### config.mk
export PLATFORM = sky130hd
export DESIGN_NAME = pom_phase_offset_measure
export DESIGN_NICKNAME = d
export VERILOG_FILES = /design/src/design/pom_pkg.sv /design/src/design/pom_phase_offset_measure.sv
export SDC_FILE = /design/constraint.sdc
export NUM_CORES = 1
export LEC_CHECK = 0
export ABC_AREA = 0
export BUFFER_PORTS_ARGS = -buffer_cell sky130_fd_sc_hd__buf_2
export CELL_PAD_IN_SITES_DETAIL_PLACEMENT = 0
export CELL_PAD_IN_SITES_GLOBAL_PLACEMENT = 2
export CORE_MARGIN = 3
export CORE_UTILIZATION = 36
export CTS_CLUSTER_DIAMETER = 150
export DETAILED_ROUTE_END_ITERATION = 6
export GPL_TIMING_DRIVEN = 0
export PLACE_DENSITY = 0.88
export RECOVER_POWER = 50
export SLEW_MARGIN = 10
export SYNTH_ARGS = -nofsm -noshare
export SYNTH_HDL_FRONTEND = slang
export SYNTH_SLANG_ARGS = --single-unit
### constraint.sdc
create_clock -name clk_i -period 4 [get_ports clk_i]
set_clock_uncertainty 0.15 [all_clocks]
set_input_delay 0.4 -clock clk_i [delete_from_list [all_inputs] [get_ports clk_i]]
set_output_delay 0.4 -clock clk_i [all_outputs]
set_load 0.02 [all_outputs]
### src/design/pom_pkg.sv
// Constants for the phase offset measurement block.
// Assumes one 100 MHz system clock; all source signals synchronous to it.
// Functional notes
// RULE1: Signals A and B each chosen independently from inputs, outputs or pins.
// RULE2: Timebase chosen from oscillator, doubled oscillator or three medium-speed dividers.
// RULE3: Start begins a measurement; software waits or aborts before next start.
// RULE4: Measurement reset aborts a running measurement and returns logic to idle.
// RULE5: Sample A and B on timebase, count timebase cycles from A edge to B edge.
// RULE6: Valid count goes to result field; overflow sets latched flag, result invalid.
// RULE7: Busy is 1 while measuring; on completion busy drops and ready latches.
// RULE8: Result is eleven-bit two's complement; negative means B edge before A.
// RULE9: Aligned within one timebase cycle reports one full B period, not zero.
// RULE10: B-invert bit makes the measurement use the opposite edge of B.
// RULE11: Software keeps B frequency an integer multiple of A frequency.
// RULE12: Pin A to output B: true offset is count plus six high-speed periods.
// RULE13: Output A to pin B: true offset is count minus six high-speed periods.
// RULE14: Software keeps timebase roughly 8 to 1000 times faster than A and B.
// RULE15: At ratio up to 1023, result equal to B period means aligned.
// RULE16: At ratio 1024 to 2047 aligned signals overflow; inverted B remeasure gives half.
// RULE17: Latched ready and overflow flags clear when software writes one.
// RULE18: Above ratio 2047 software shifts a signal, remeasures, then shifts back.
// RULE19: Overflow flag stays until cleared; start clears counters before counting.
package pom_pkg;
  localparam int          POM_RES_W      = 11;
  localparam int          POM_SEL_W      = 5;
  localparam int          POM_TB_SEL_W   = 3;
  localparam int          POM_NUM_TB     = 5;
  // Source map: clock inputs, then clock outputs, then pins
  localparam int          POM_NUM_IN     = 4;
  localparam int          POM_NUM_OUT    = 6;
  localparam int          POM_NUM_PIN    = 8;
  localparam int          POM_OUT_BASE   = 16;
  localparam int          POM_PIN_BASE   = 24;
  localparam int          POM_NUM_SRC    = 32;
  localparam int          POM_HS_PERIODS = 6;
  localparam int          POM_CORR_W     = 4;
  localparam logic [10:0] POM_CNT_MAX    = 11'h3ff;
  localparam logic [10:0] POM_CNT_ZERO   = 11'h000;
  localparam logic [10:0] POM_CNT_ONE    = 11'h001;
  localparam logic [3:0]  POM_CORR_POS   = 4'h6;
  localparam logic [3:0]  POM_CORR_NEG   = 4'ha;
  localparam logic [3:0]  POM_CORR_NONE  = 4'h0;

  typedef enum logic [2:0] {
    POM_IDLE   = 3'b001,
    POM_WAIT_A = 3'b010,
    POM_COUNT  = 3'b100
  } pom_state_t;
endpackage

### src/design/pom_phase_offset_measure.sv
// Phase offset measurement between two selectable channel signals.
// Assumes sources and control strobes are synchronous to clk_i.
`timescale 1ns/1ns
module pom_phase_offset_measure
  import pom_pkg::*;
(
  input  wire logic                    clk_i,
  input  wire logic                    arst_n_i,
  input  wire logic [POM_NUM_SRC-1:0]  src_vec_i,
  input  wire logic [POM_NUM_TB-1:0]   tb_src_i,
  input  wire logic [POM_SEL_W-1:0]    first_signal_select_i,
  input  wire logic [POM_SEL_W-1:0]    second_signal_select_i,
  input  wire logic [POM_TB_SEL_W-1:0] timebase_select_i,
  input  wire logic                    second_edge_invert_i,
  input  wire logic                    start_i,
  input  wire logic                    offset_count_reset_i,
  input  wire logic                    ready_clear_i,
  input  wire logic                    overflow_clear_i,
  output logic                         busy_o,
  output logic                         result_ready_latched_o,
  output logic                         overflow_latched_o,
  output logic [POM_RES_W-1:0]         offset_count_o,
  output logic [POM_CORR_W-1:0]        offset_correction_o
);

  function automatic logic is_output(input logic [POM_SEL_W-1:0] sel);
    return (sel >= POM_SEL_W'(POM_OUT_BASE)) &&
           (sel <  POM_SEL_W'(POM_OUT_BASE + POM_NUM_OUT));
  endfunction

  pom_state_t           state_q;
  logic                 a_q, b_q, tb_q;
  logic                 a_prev_q, b_prev_q, tb_prev_q;
  logic [10:0]          fwd_q, since_b_q;
  logic                 sb_valid_q;
  logic                 tick, a_edge, b_edge, done, ovf_evt;
  logic [10:0]          result;

  // Registered source muxes
  // One cycle of latency, the same for A, B and timebase,
  // so their relative timing is kept
  always_ff @(posedge clk_i or negedge arst_n_i) begin
    if (!arst_n_i) begin
      a_q  <= 1'b0;
      b_q  <= 1'b0;
      tb_q <= 1'b0;
    end else begin
      a_q  <= src_vec_i[first_signal_select_i]; // RULE1
      b_q  <= src_vec_i[second_signal_select_i] ^ second_edge_invert_i; // RULE1 RULE10
      tb_q <= (timebase_select_i < POM_TB_SEL_W'(POM_NUM_TB)) ?
              tb_src_i[timebase_select_i] : 1'b0; // RULE2
    end
  end

  // Sampling on timebase rising edge
  always_ff @(posedge clk_i or negedge arst_n_i) begin
    if (!arst_n_i) begin
      tb_prev_q <= 1'b0;
      a_prev_q  <= 1'b0;
      b_prev_q  <= 1'b0;
    end else begin
      tb_prev_q <= tb_q;
      if (tick) begin
        a_prev_q <= a_q; // RULE5
        b_prev_q <= b_q;
      end
    end
  end

  assign tick    = tb_q & ~tb_prev_q;
  assign a_edge  = tick & a_q & ~a_prev_q; // RULE5
  assign b_edge  = tick & b_q & ~b_prev_q; // RULE10
  // B edge on the A tick is ignored, so alignment yields one B period
  assign done    = (state_q == POM_COUNT) && b_edge && !offset_count_reset_i; // RULE9
  assign ovf_evt = (state_q == POM_COUNT) && tick && !b_edge &&
                   (fwd_q == POM_CNT_MAX) && !offset_count_reset_i; // RULE6 RULE16

  // Report the nearer edge: earlier B edge gives a negative count
  always_comb begin
    result = fwd_q;
    if (sb_valid_q && (since_b_q != POM_CNT_ZERO) && (since_b_q < fwd_q))
      result = 11'(~since_b_q + POM_CNT_ONE); // RULE8
  end

  always_ff @(posedge clk_i or negedge arst_n_i) begin
    if (!arst_n_i) begin
      state_q <= POM_IDLE;
    end else if (offset_count_reset_i) begin
      state_q <= POM_IDLE; // RULE4
    end else begin
      unique case (state_q)
        POM_IDLE:   if (start_i) state_q <= POM_WAIT_A; // RULE3
        POM_WAIT_A: if (a_edge) state_q <= POM_COUNT;
        POM_COUNT:  if (done || ovf_evt) state_q <= POM_IDLE;
      endcase
    end
  end

  // Counters, cleared by each start from idle
  // Both counters are 11 bits; no longer counters are kept,
  // so slow B against a fast timebase ends in overflow
  always_ff @(posedge clk_i or negedge arst_n_i) begin
    if (!arst_n_i) begin
      fwd_q      <= POM_CNT_ZERO;
      since_b_q  <= POM_CNT_ZERO;
      sb_valid_q <= 1'b0;
    end else if (start_i && state_q == POM_IDLE) begin
      fwd_q      <= POM_CNT_ZERO; // RULE19
      since_b_q  <= POM_CNT_ZERO;
      sb_valid_q <= 1'b0;
    end else if (state_q == POM_WAIT_A) begin
      if (a_edge) fwd_q <= POM_CNT_ONE;
      if (b_edge) begin
        since_b_q  <= POM_CNT_ZERO;
        sb_valid_q <= 1'b1;
      end else if (tick && since_b_q != POM_CNT_MAX) begin
        // A tick counts too, so B three ticks early reads minus three
        since_b_q <= since_b_q + POM_CNT_ONE; // Saturates: old edges too far back
      end
    end else if (state_q == POM_COUNT && tick && !b_edge) begin
      fwd_q <= fwd_q + POM_CNT_ONE; // RULE5
    end
  end

  always_ff @(posedge clk_i or negedge arst_n_i) begin
    if (!arst_n_i) begin
      busy_o <= 1'b0;
    end else begin
      busy_o <= !offset_count_reset_i && ((state_q == POM_IDLE && start_i) ||
                (state_q != POM_IDLE && !done && !ovf_evt)); // RULE7
    end
  end

  // Set wins over a simultaneous clear
  // Abort changes no flag
  always_ff @(posedge clk_i or negedge arst_n_i) begin
    if (!arst_n_i) begin
      result_ready_latched_o <= 1'b0;
      overflow_latched_o     <= 1'b0;
    end else begin
      if (done || ovf_evt)
        result_ready_latched_o <= 1'b1; // RULE7
      else if (ready_clear_i)
        result_ready_latched_o <= 1'b0; // RULE17
      if (ovf_evt)
        overflow_latched_o <= 1'b1; // RULE6 RULE19
      else if (overflow_clear_i)
        overflow_latched_o <= 1'b0; // RULE17
    end
  end

  always_ff @(posedge clk_i or negedge arst_n_i) begin
    if (!arst_n_i) begin
      offset_count_o      <= POM_CNT_ZERO;
      offset_correction_o <= POM_CORR_NONE;
    end else if (done) begin
      offset_count_o <= result; // RULE6
      if (!is_output(first_signal_select_i) && is_output(second_signal_select_i))
        offset_correction_o <= POM_CORR_POS; // RULE12
      else if (is_output(first_signal_select_i) && !is_output(second_signal_select_i))
        offset_correction_o <= POM_CORR_NEG; // RULE13
      else
        offset_correction_o <= POM_CORR_NONE;
    end
  end
endmodule

==> results of run 1 <==
==> area by class of cell <==
cell class / count / share of cell area
multi-input cells: 265 / 0.512
flip-flops and latches: 49 / 0.305
repair buffers: 68 / 0.0820
well taps: 129 / 0.0401
plain buffers: 19 / 0.0221
inverters: 19 / 0.0177
clock buffers: 5 / 0.0171
clock inverters: 3 / 0.00435
==> worst register-to-register path, stage by stage, from the launching register on <==
cell and delay, ns:
dfrtp_1 0.43, inv_1 0.06, ha_1 0.30, a21oi_1 0.21, nor2_1 0.06, a2111oi_0 0.60, nand4_2 0.26, buf_6 0.23
mux2i_1 0.20, o21ai_1 0.09
==> layer usage <==
metal  up-vias  global-route usage  part of all wire
li1       1445                   -                 -
met1      1410               0.214              0.48
met2        65               0.261              0.46
met3         8              0.0279             0.046
met4         0              0.0361             0.011
met5         -                   0                 0
==> per-stage QoR <==
step	worst slack (ns)	cells	hold slack [ns]	power [mW]	utilization
after floorplan	1.70	352	-0.0456	1.06	-
after global placement	1.32	549	0.307	1.21	0.425
after detailed placement	1.30	549	0.321	1.22	0.425
after CTS	1.28	557	0.115	1.52	0.435
after global routing	0.848	557	0.122	1.62	0.434
final	1.29	557	0.125	1.50	0.434
==> cells by family (layout without fill, tap and decap cells) <==
group,count (synthesis),count (layout)
muxes,39,39
xor gates and xnor gates,18,18
AOI/OAI and AO/OA,73,73
and+or+nand+nor,119,119
adders and majority gates,15,15
other,1,1
buffers and inverters,38,114
DFF,49,49
==> registers in the layout, indices dropped and copies added (netlist names), 3 cells and up <==
name,count
since_b_q,11
offset_count_o,11
state_q,3
fwd_q,11
offset_correction_o,3
==> cells in the final DEF (no fill, tap or decap), types with 2 or more instances in the layout <==
cell       netlist  routed
a21o_1           5       5
a21oi_1         14      14
a31oi_1          6       6
and4_1           3       3
buf_2            5      65
clkbuf_1        12      20
clkbuf_8         0       5
clkinv_2         0       2
dfrtp_1         48      48
ha_1            15      15
inv_1           19      19
mux2_2           5       5
mux2i_1         18      18
mux4_2          16      16
nand2_1         41      41
nand2b_1         6       6
nand3_1         11      11
nand3b_1         2       2
nand4_1          5       5
nand4bb_1        2       2
nor2_1          19      19
nor2b_1          3       3
nor3_1          10      10
nor4_1           2       2
nor4bb_1         2       2
o21a_1           2       2
o21ai_0         11      11
o21ai_1         12      12
o221ai_1         3       3
o31ai_1          5       5
or3_1            3       3
or4_4            2       2
xnor2_1         16      16
xor2_1           2       2
==> power by group <==
group / internal [mW] / switching (mW) / total [mW]
registers: 0.554 / 0.0635 / 0.618
clock network: 0.121 / 0.174 / 0.295
logic: 0.269 / 0.321 / 0.590
==> worst max-delay path by stage <==
| stage | from | endpoint | slack, ns | depth (start not counted) |
|---|---|---|---|---|
| after floorplan | since_b_q[9] | offset_count_o[6] | 1.70 | 8 |
| after global placement | fwd_q[6] | offset_count_o[4] | 1.32 | 9 |
| after detailed placement | fwd_q[6] | offset_count_o[4] | 1.30 | 9 |
| after CTS | fwd_q[6] | offset_count_o[4] | 1.28 | 9 |
| after global routing | arst_n_i | offset_correction_o[2] | 0.85 | 1 |
| final | fwd_q[6] | offset_count_o[4] | 1.29 | 9 |
==> results.json, run 1 <==
{
  "status": "complete, but fails checks",
  "violations": "max-capacitance violations, max-slew violations",
  "post_cts_resized": 0,
  "design_area_sq_um": 4030,
  "crit_path_end_kind": "flop",
  "syn-num-nets": 424,
  "yosysWarnings": 0,
  "holdPathStages": 2,
  "period_share": 0.679,
  "finalHoldViolCount": 0,
  "worstPathCellList": "inv_1 -> ha_1 -> a21oi_1 -> nor2_1 -> a2111oi_0 -> nand4_2 -> buf_6 -> mux2i_1 -> o21ai_1",
  "synthArstFlopShare": 1.00,
  "cap_violations": 1,
  "port_buffers": 68,
  "ff2ff_path_depth": 9,
  "r2r_end": "offset_count_o[4]",
  "h-tree-depth": 2,
  "synth_compound_area_frac": 0.142,
  "clkLatencyLatePin_ns": 0.31,
  "clk_pin_slew_ns": 0.10,
  "io_pins": 75,
  "cts_made_buffers": 5,
  "cts_setup_buffers": 0,
  "dpl_cell_area_sq_um": 3950,
  "grt_pass1_vias": 2852,
  "cts_tree": "done",
  "synth_xor_area_frac": 0.0457,
  "crit_family": "compound AO/OA/AOI/OAI gates",
  "core-area_sq_um": 9280,
  "synth_ff_type": "dfrtp_1",
  "dr.pass1.iters": 4,
  "ant_nets": 0,
  "synth_commonest_cells": "48 x dfrtp_1, 41 x nand2_1, 19 x inv_1, 19 x nor2_1, 18 x mux2i_1",
  "synth.area.top_cells": "dfrtp_1 35%, mux4_2 10%, ha_1 5.4%",
  "hold_class": "in2reg",
  "setup-tns-final_ns": 0,
  "syn_inst": 352,
  "cp_max_fo": 10,
  "ir_worst_vdd_mv": 0.180,
  "final.min_clock_period_ns": 2.71,
  "num_rows": 35,
  "synth.most_common_cell": "dfrtp_1",
  "grt_max_degree": 50,
  "drive_above_1_share": 0.243,
  "syn-cell-area_sq_um": 3450,
  "critPathKind": "reg2reg",
  "multi_input_area_sq_um": 2060,
  "crit_slowest_cell": "a2111oi_0",
  "clockBufferDepth": 2,
  "syn2layout_area_growth_pct": 16.8,
  "drtIter0Drc": 101,
  "drc_errors": 0,
  "worst-path-buf-inv": 2,
  "wirelength_mm": 8.48,
  "avgViaCountPerCell": 5.26,
  "slew-limit-headroom": -0.795,
  "grt_overflow": 0,
  "nNetsFinal": 499,
  "avgSynthCellArea_sq_um": 9.80,
  "setup_viol": 0,
  "slew_violations": 50,
  "num_antenna_cells": 0,
  "p_per_area_nw_per_um2": 373,
  "fillers": 968,
  "tightestPinTransition_ns": 2.69,
  "synth_top_cell_area_share": 0.348,
  "worstPathRequired_ns": 4.03,
  "leakage_nw": 1.86,
  "cpPeakStageDelay_ns": 0.60,
  "crit_arrival_ns": 2.75,
  "synth_top_family_by_area": "simple AND/OR/NAND/NOR gates",
  "cp-start-kind": "flop",
  "dp_hpwl_mm": 6.67,
  "yosysSeqAreaShare": 0.356,
  "synth_top_cell_by_area": "dfrtp_1",
  "fmax_ghz": 0.368,
  "post_synth_and_or_nand_nor_area_fraction": 0.181,
  "hold_buffers": 0,
  "r2r_slack_ns": 1.29,
  "ff_latch_area_sq_um": 1230,
  "die_h_um": 104,
  "routedWlPerCell_um": 15.2,
  "synthMuxAreaShare": 0.173,
  "synthAdderAreaFrac": 0.0544,
  "track_usage": 0.157,
  "cts.sink_count": 49,
  "route.vias.total": 2928,
  "place.gp.congestion": 0.795,
  "min_from": "overflow_clear_i",
  "die_x_um": 104,
  "ys_ff_latch": 49,
  "min_to": "overflow_latched_o",
  "grt_pass1_wl_mm": 14.1,
  "start_util": 0.371,
  "antenna_found_initial": 0,
  "reg2reg_from": "fwd_q[6]",
  "rsz0062_at_grt": "no",
  "die_area_sq_um": 10800,
  "synth-edff-count": 0,
  "yosysUniqueCellTypes": 59,
  "cts_root_buffer": "clkbuf_8"
}
No activity file was read; power rests on OpenSTA's default activity.
==> run 2: changes to the inputs <==
Settings changed: CORE_UTILIZATION 36 to 34, PLACE_DENSITY 0.88 to 0.84.
Clock period 4 ns to 2.5 ns, I/O delays scaled along.
==> results.json, run 2 (synthesis results as in run 1) <==
{
  "status": "completed",
  "track_usage": 0.156,
  "routedWlPerCell_um": 15.4,
  "top_regs": "fwd_q: 11 flops, offset_count_o: 11 flops, since_b_q: 11 flops",
  "nNetsFinal": 503,
  "slew_violations": 0,
  "route.vias.total": 2954,
  "avgViaCountPerCell": 5.23,
  "clkLatencyLatePin_ns": 0.31,
  "die_area_sq_um": 11400,
  "final.min_clock_period_ns": 2.42,
  "multi_input_area_sq_um": 2140,
  "rsz0062_at_grt": "no",
  "start_util": 0.351,
  "grt_max_degree": 50,
  "hold_class": "in2reg",
  "cts_root_buffer": "clkbuf_8",
  "leakage_nw": 1.86,
  "worstPathRequired_ns": 2.53,
  "port_buffers": 68,
  "num_rows": 36,
  "final_cell_mix": "65 x buf_2, 45 x dfrtp_1, 41 x nand2_1",
  "cp_max_fo": 10,
  "dr.pass1.iters": 4,
  "reg2reg_from": "since_b_q[7]",
  "grt_pass1_vias": 2914,
  "setup_viol": 0,
  "slew-limit-headroom": 0.171,
  "grt_util_met3": 0.0235,
  "place.gp.congestion": 0.819,
  "io_pins": 75,
  "hold_ws_ns": 0.0160,
  "h-tree-depth": 2,
  "p_total_mw": 2.53,
  "final_common_cell": "buf_2",
  "cap_violations": 0,
  "clk_pin_slew_ns": 0.10,
  "clockBufferDepth": 2,
  "grt_pass1_wl_mm": 14.5,
  "critPathKind": "reg2reg",
  "grt_overflow": 0,
  "drtIter0Drc": 91,
  "worst_setup_path_startpoint": "since_b_q[7]",
  "die_x_um": 107,
  "grtUsageMet2": 0.262,
  "die_h_um": 107,
  "num_antenna_cells": 0,
  "period_share": 0.968,
  "tightestPinTransition_ns": 1.24,
  "drive_above_1_share": 0.289,
  "cp-start-kind": "flop",
  "ir_worst_vdd_mv": 0.283,
  "busiest_layer": "met2",
  "p_per_area_nw_per_um2": 605,
  "cts_tree": "done",
  "crit_arrival_ns": 2.45,
  "wirelength_mm": 8.68,
  "dp_hpwl_mm": 6.76,
  "min_from": "timebase_select_i[1]",
  "antenna_found_initial": 0,
  "ant_nets": 0,
  "fillers": 985,
  "grt.met1_usage": 0.212,
  "finalHoldViolCount": 0,
  "drc_errors": 0,
  "crit_path_end_kind": "flop",
  "fmax_ghz": 0.413,
  "detailedPlace.worstSlack_ns": -0.203,
  "cts_made_buffers": 5,
  "ff_latch_area_sq_um": 1230,
  "fin_ws_ns": 0.0795,
  "cts.sink_count": 49,
  "syn2layout_area_growth_pct": 21.2,
  "core-area_sq_um": 9820
}
-- run 2: report_power, final --
| part | internal, mW | switching, mW |
|---|---|---|
| combinational | 0.498 | 0.544 |
| clock | 0.197 | 0.290 |
| sequential | 0.889 | 0.110 |
| total | 1.58 | 0.944 |
-- run 2: repair_timing --
item                                    4_1_cts  5_1_grt
endpoints found under the setup margin       11       15
pin swaps                                     0        3
resized for setup                             2       24
buffers inserted                              0        2
hold buffers                                  3        1
endpoints found under the hold margin         3       48
-- run 2: routing by layer --
layer  up-vias  part of all wire
li1       1455                 -
met1      1403              0.47
met2        85              0.46
met3        11             0.049
met4         0             0.013
met5         -                 0
-- run 2: final timing paths --
| kind | to | slack [ns] | depth (start not counted) |
|---|---|---|---|
| worst max register to register | offset_count_o[4] | 0.08 | 6 |
| worst max-delay path | offset_count_o[4] | 0.08 | 6 |
| max in group asynchronous | since_b_q[0] | 0.78 | 2 |
| worst min-delay path | tb_q | 0.02 | 2 |
| min in group asynchronous | fwd_q[3] | 0.59 | 2 |
| worst min register to register | offset_correction_o[1] | 0.33 | 2 |
-- run 2: through the flow --
step / cell area (sq um) / TNS, ns / util / instances
final: 4180 / 0 / 0.425 / 565
after detailed placement: 3960 / -1.62 / 0.403 / 553
after floorplan: 3450 / 0 / - / 352
after global routing: 4180 / 0 / 0.425 / 565
after CTS: 4080 / 0 / 0.416 / 564
after global placement: 3960 / -1.53 / 0.403 / 553
-- run 2: cell type report --
class / count / area share
Multi-Input combinational cell: 265 / 0.513
Clock buffer: 5 / 0.0165
Buffer: 17 / 0.0210
Sequential cell: 49 / 0.295
Timing Repair Buffer: 74 / 0.0928
Clock inverter: 3 / 0.00539
Inverter: 19 / 0.0171
Tap cell: 133 / 0.0398
-- run 2: worst max-delay path, stage by stage (launching register included) --
cell     delay [ns]
dfrtp_2        0.49
or4_4          0.57
or4_4          0.42
nand4_2        0.15
buf_8          0.18
mux2i_2        0.25
o21ai_1        0.08
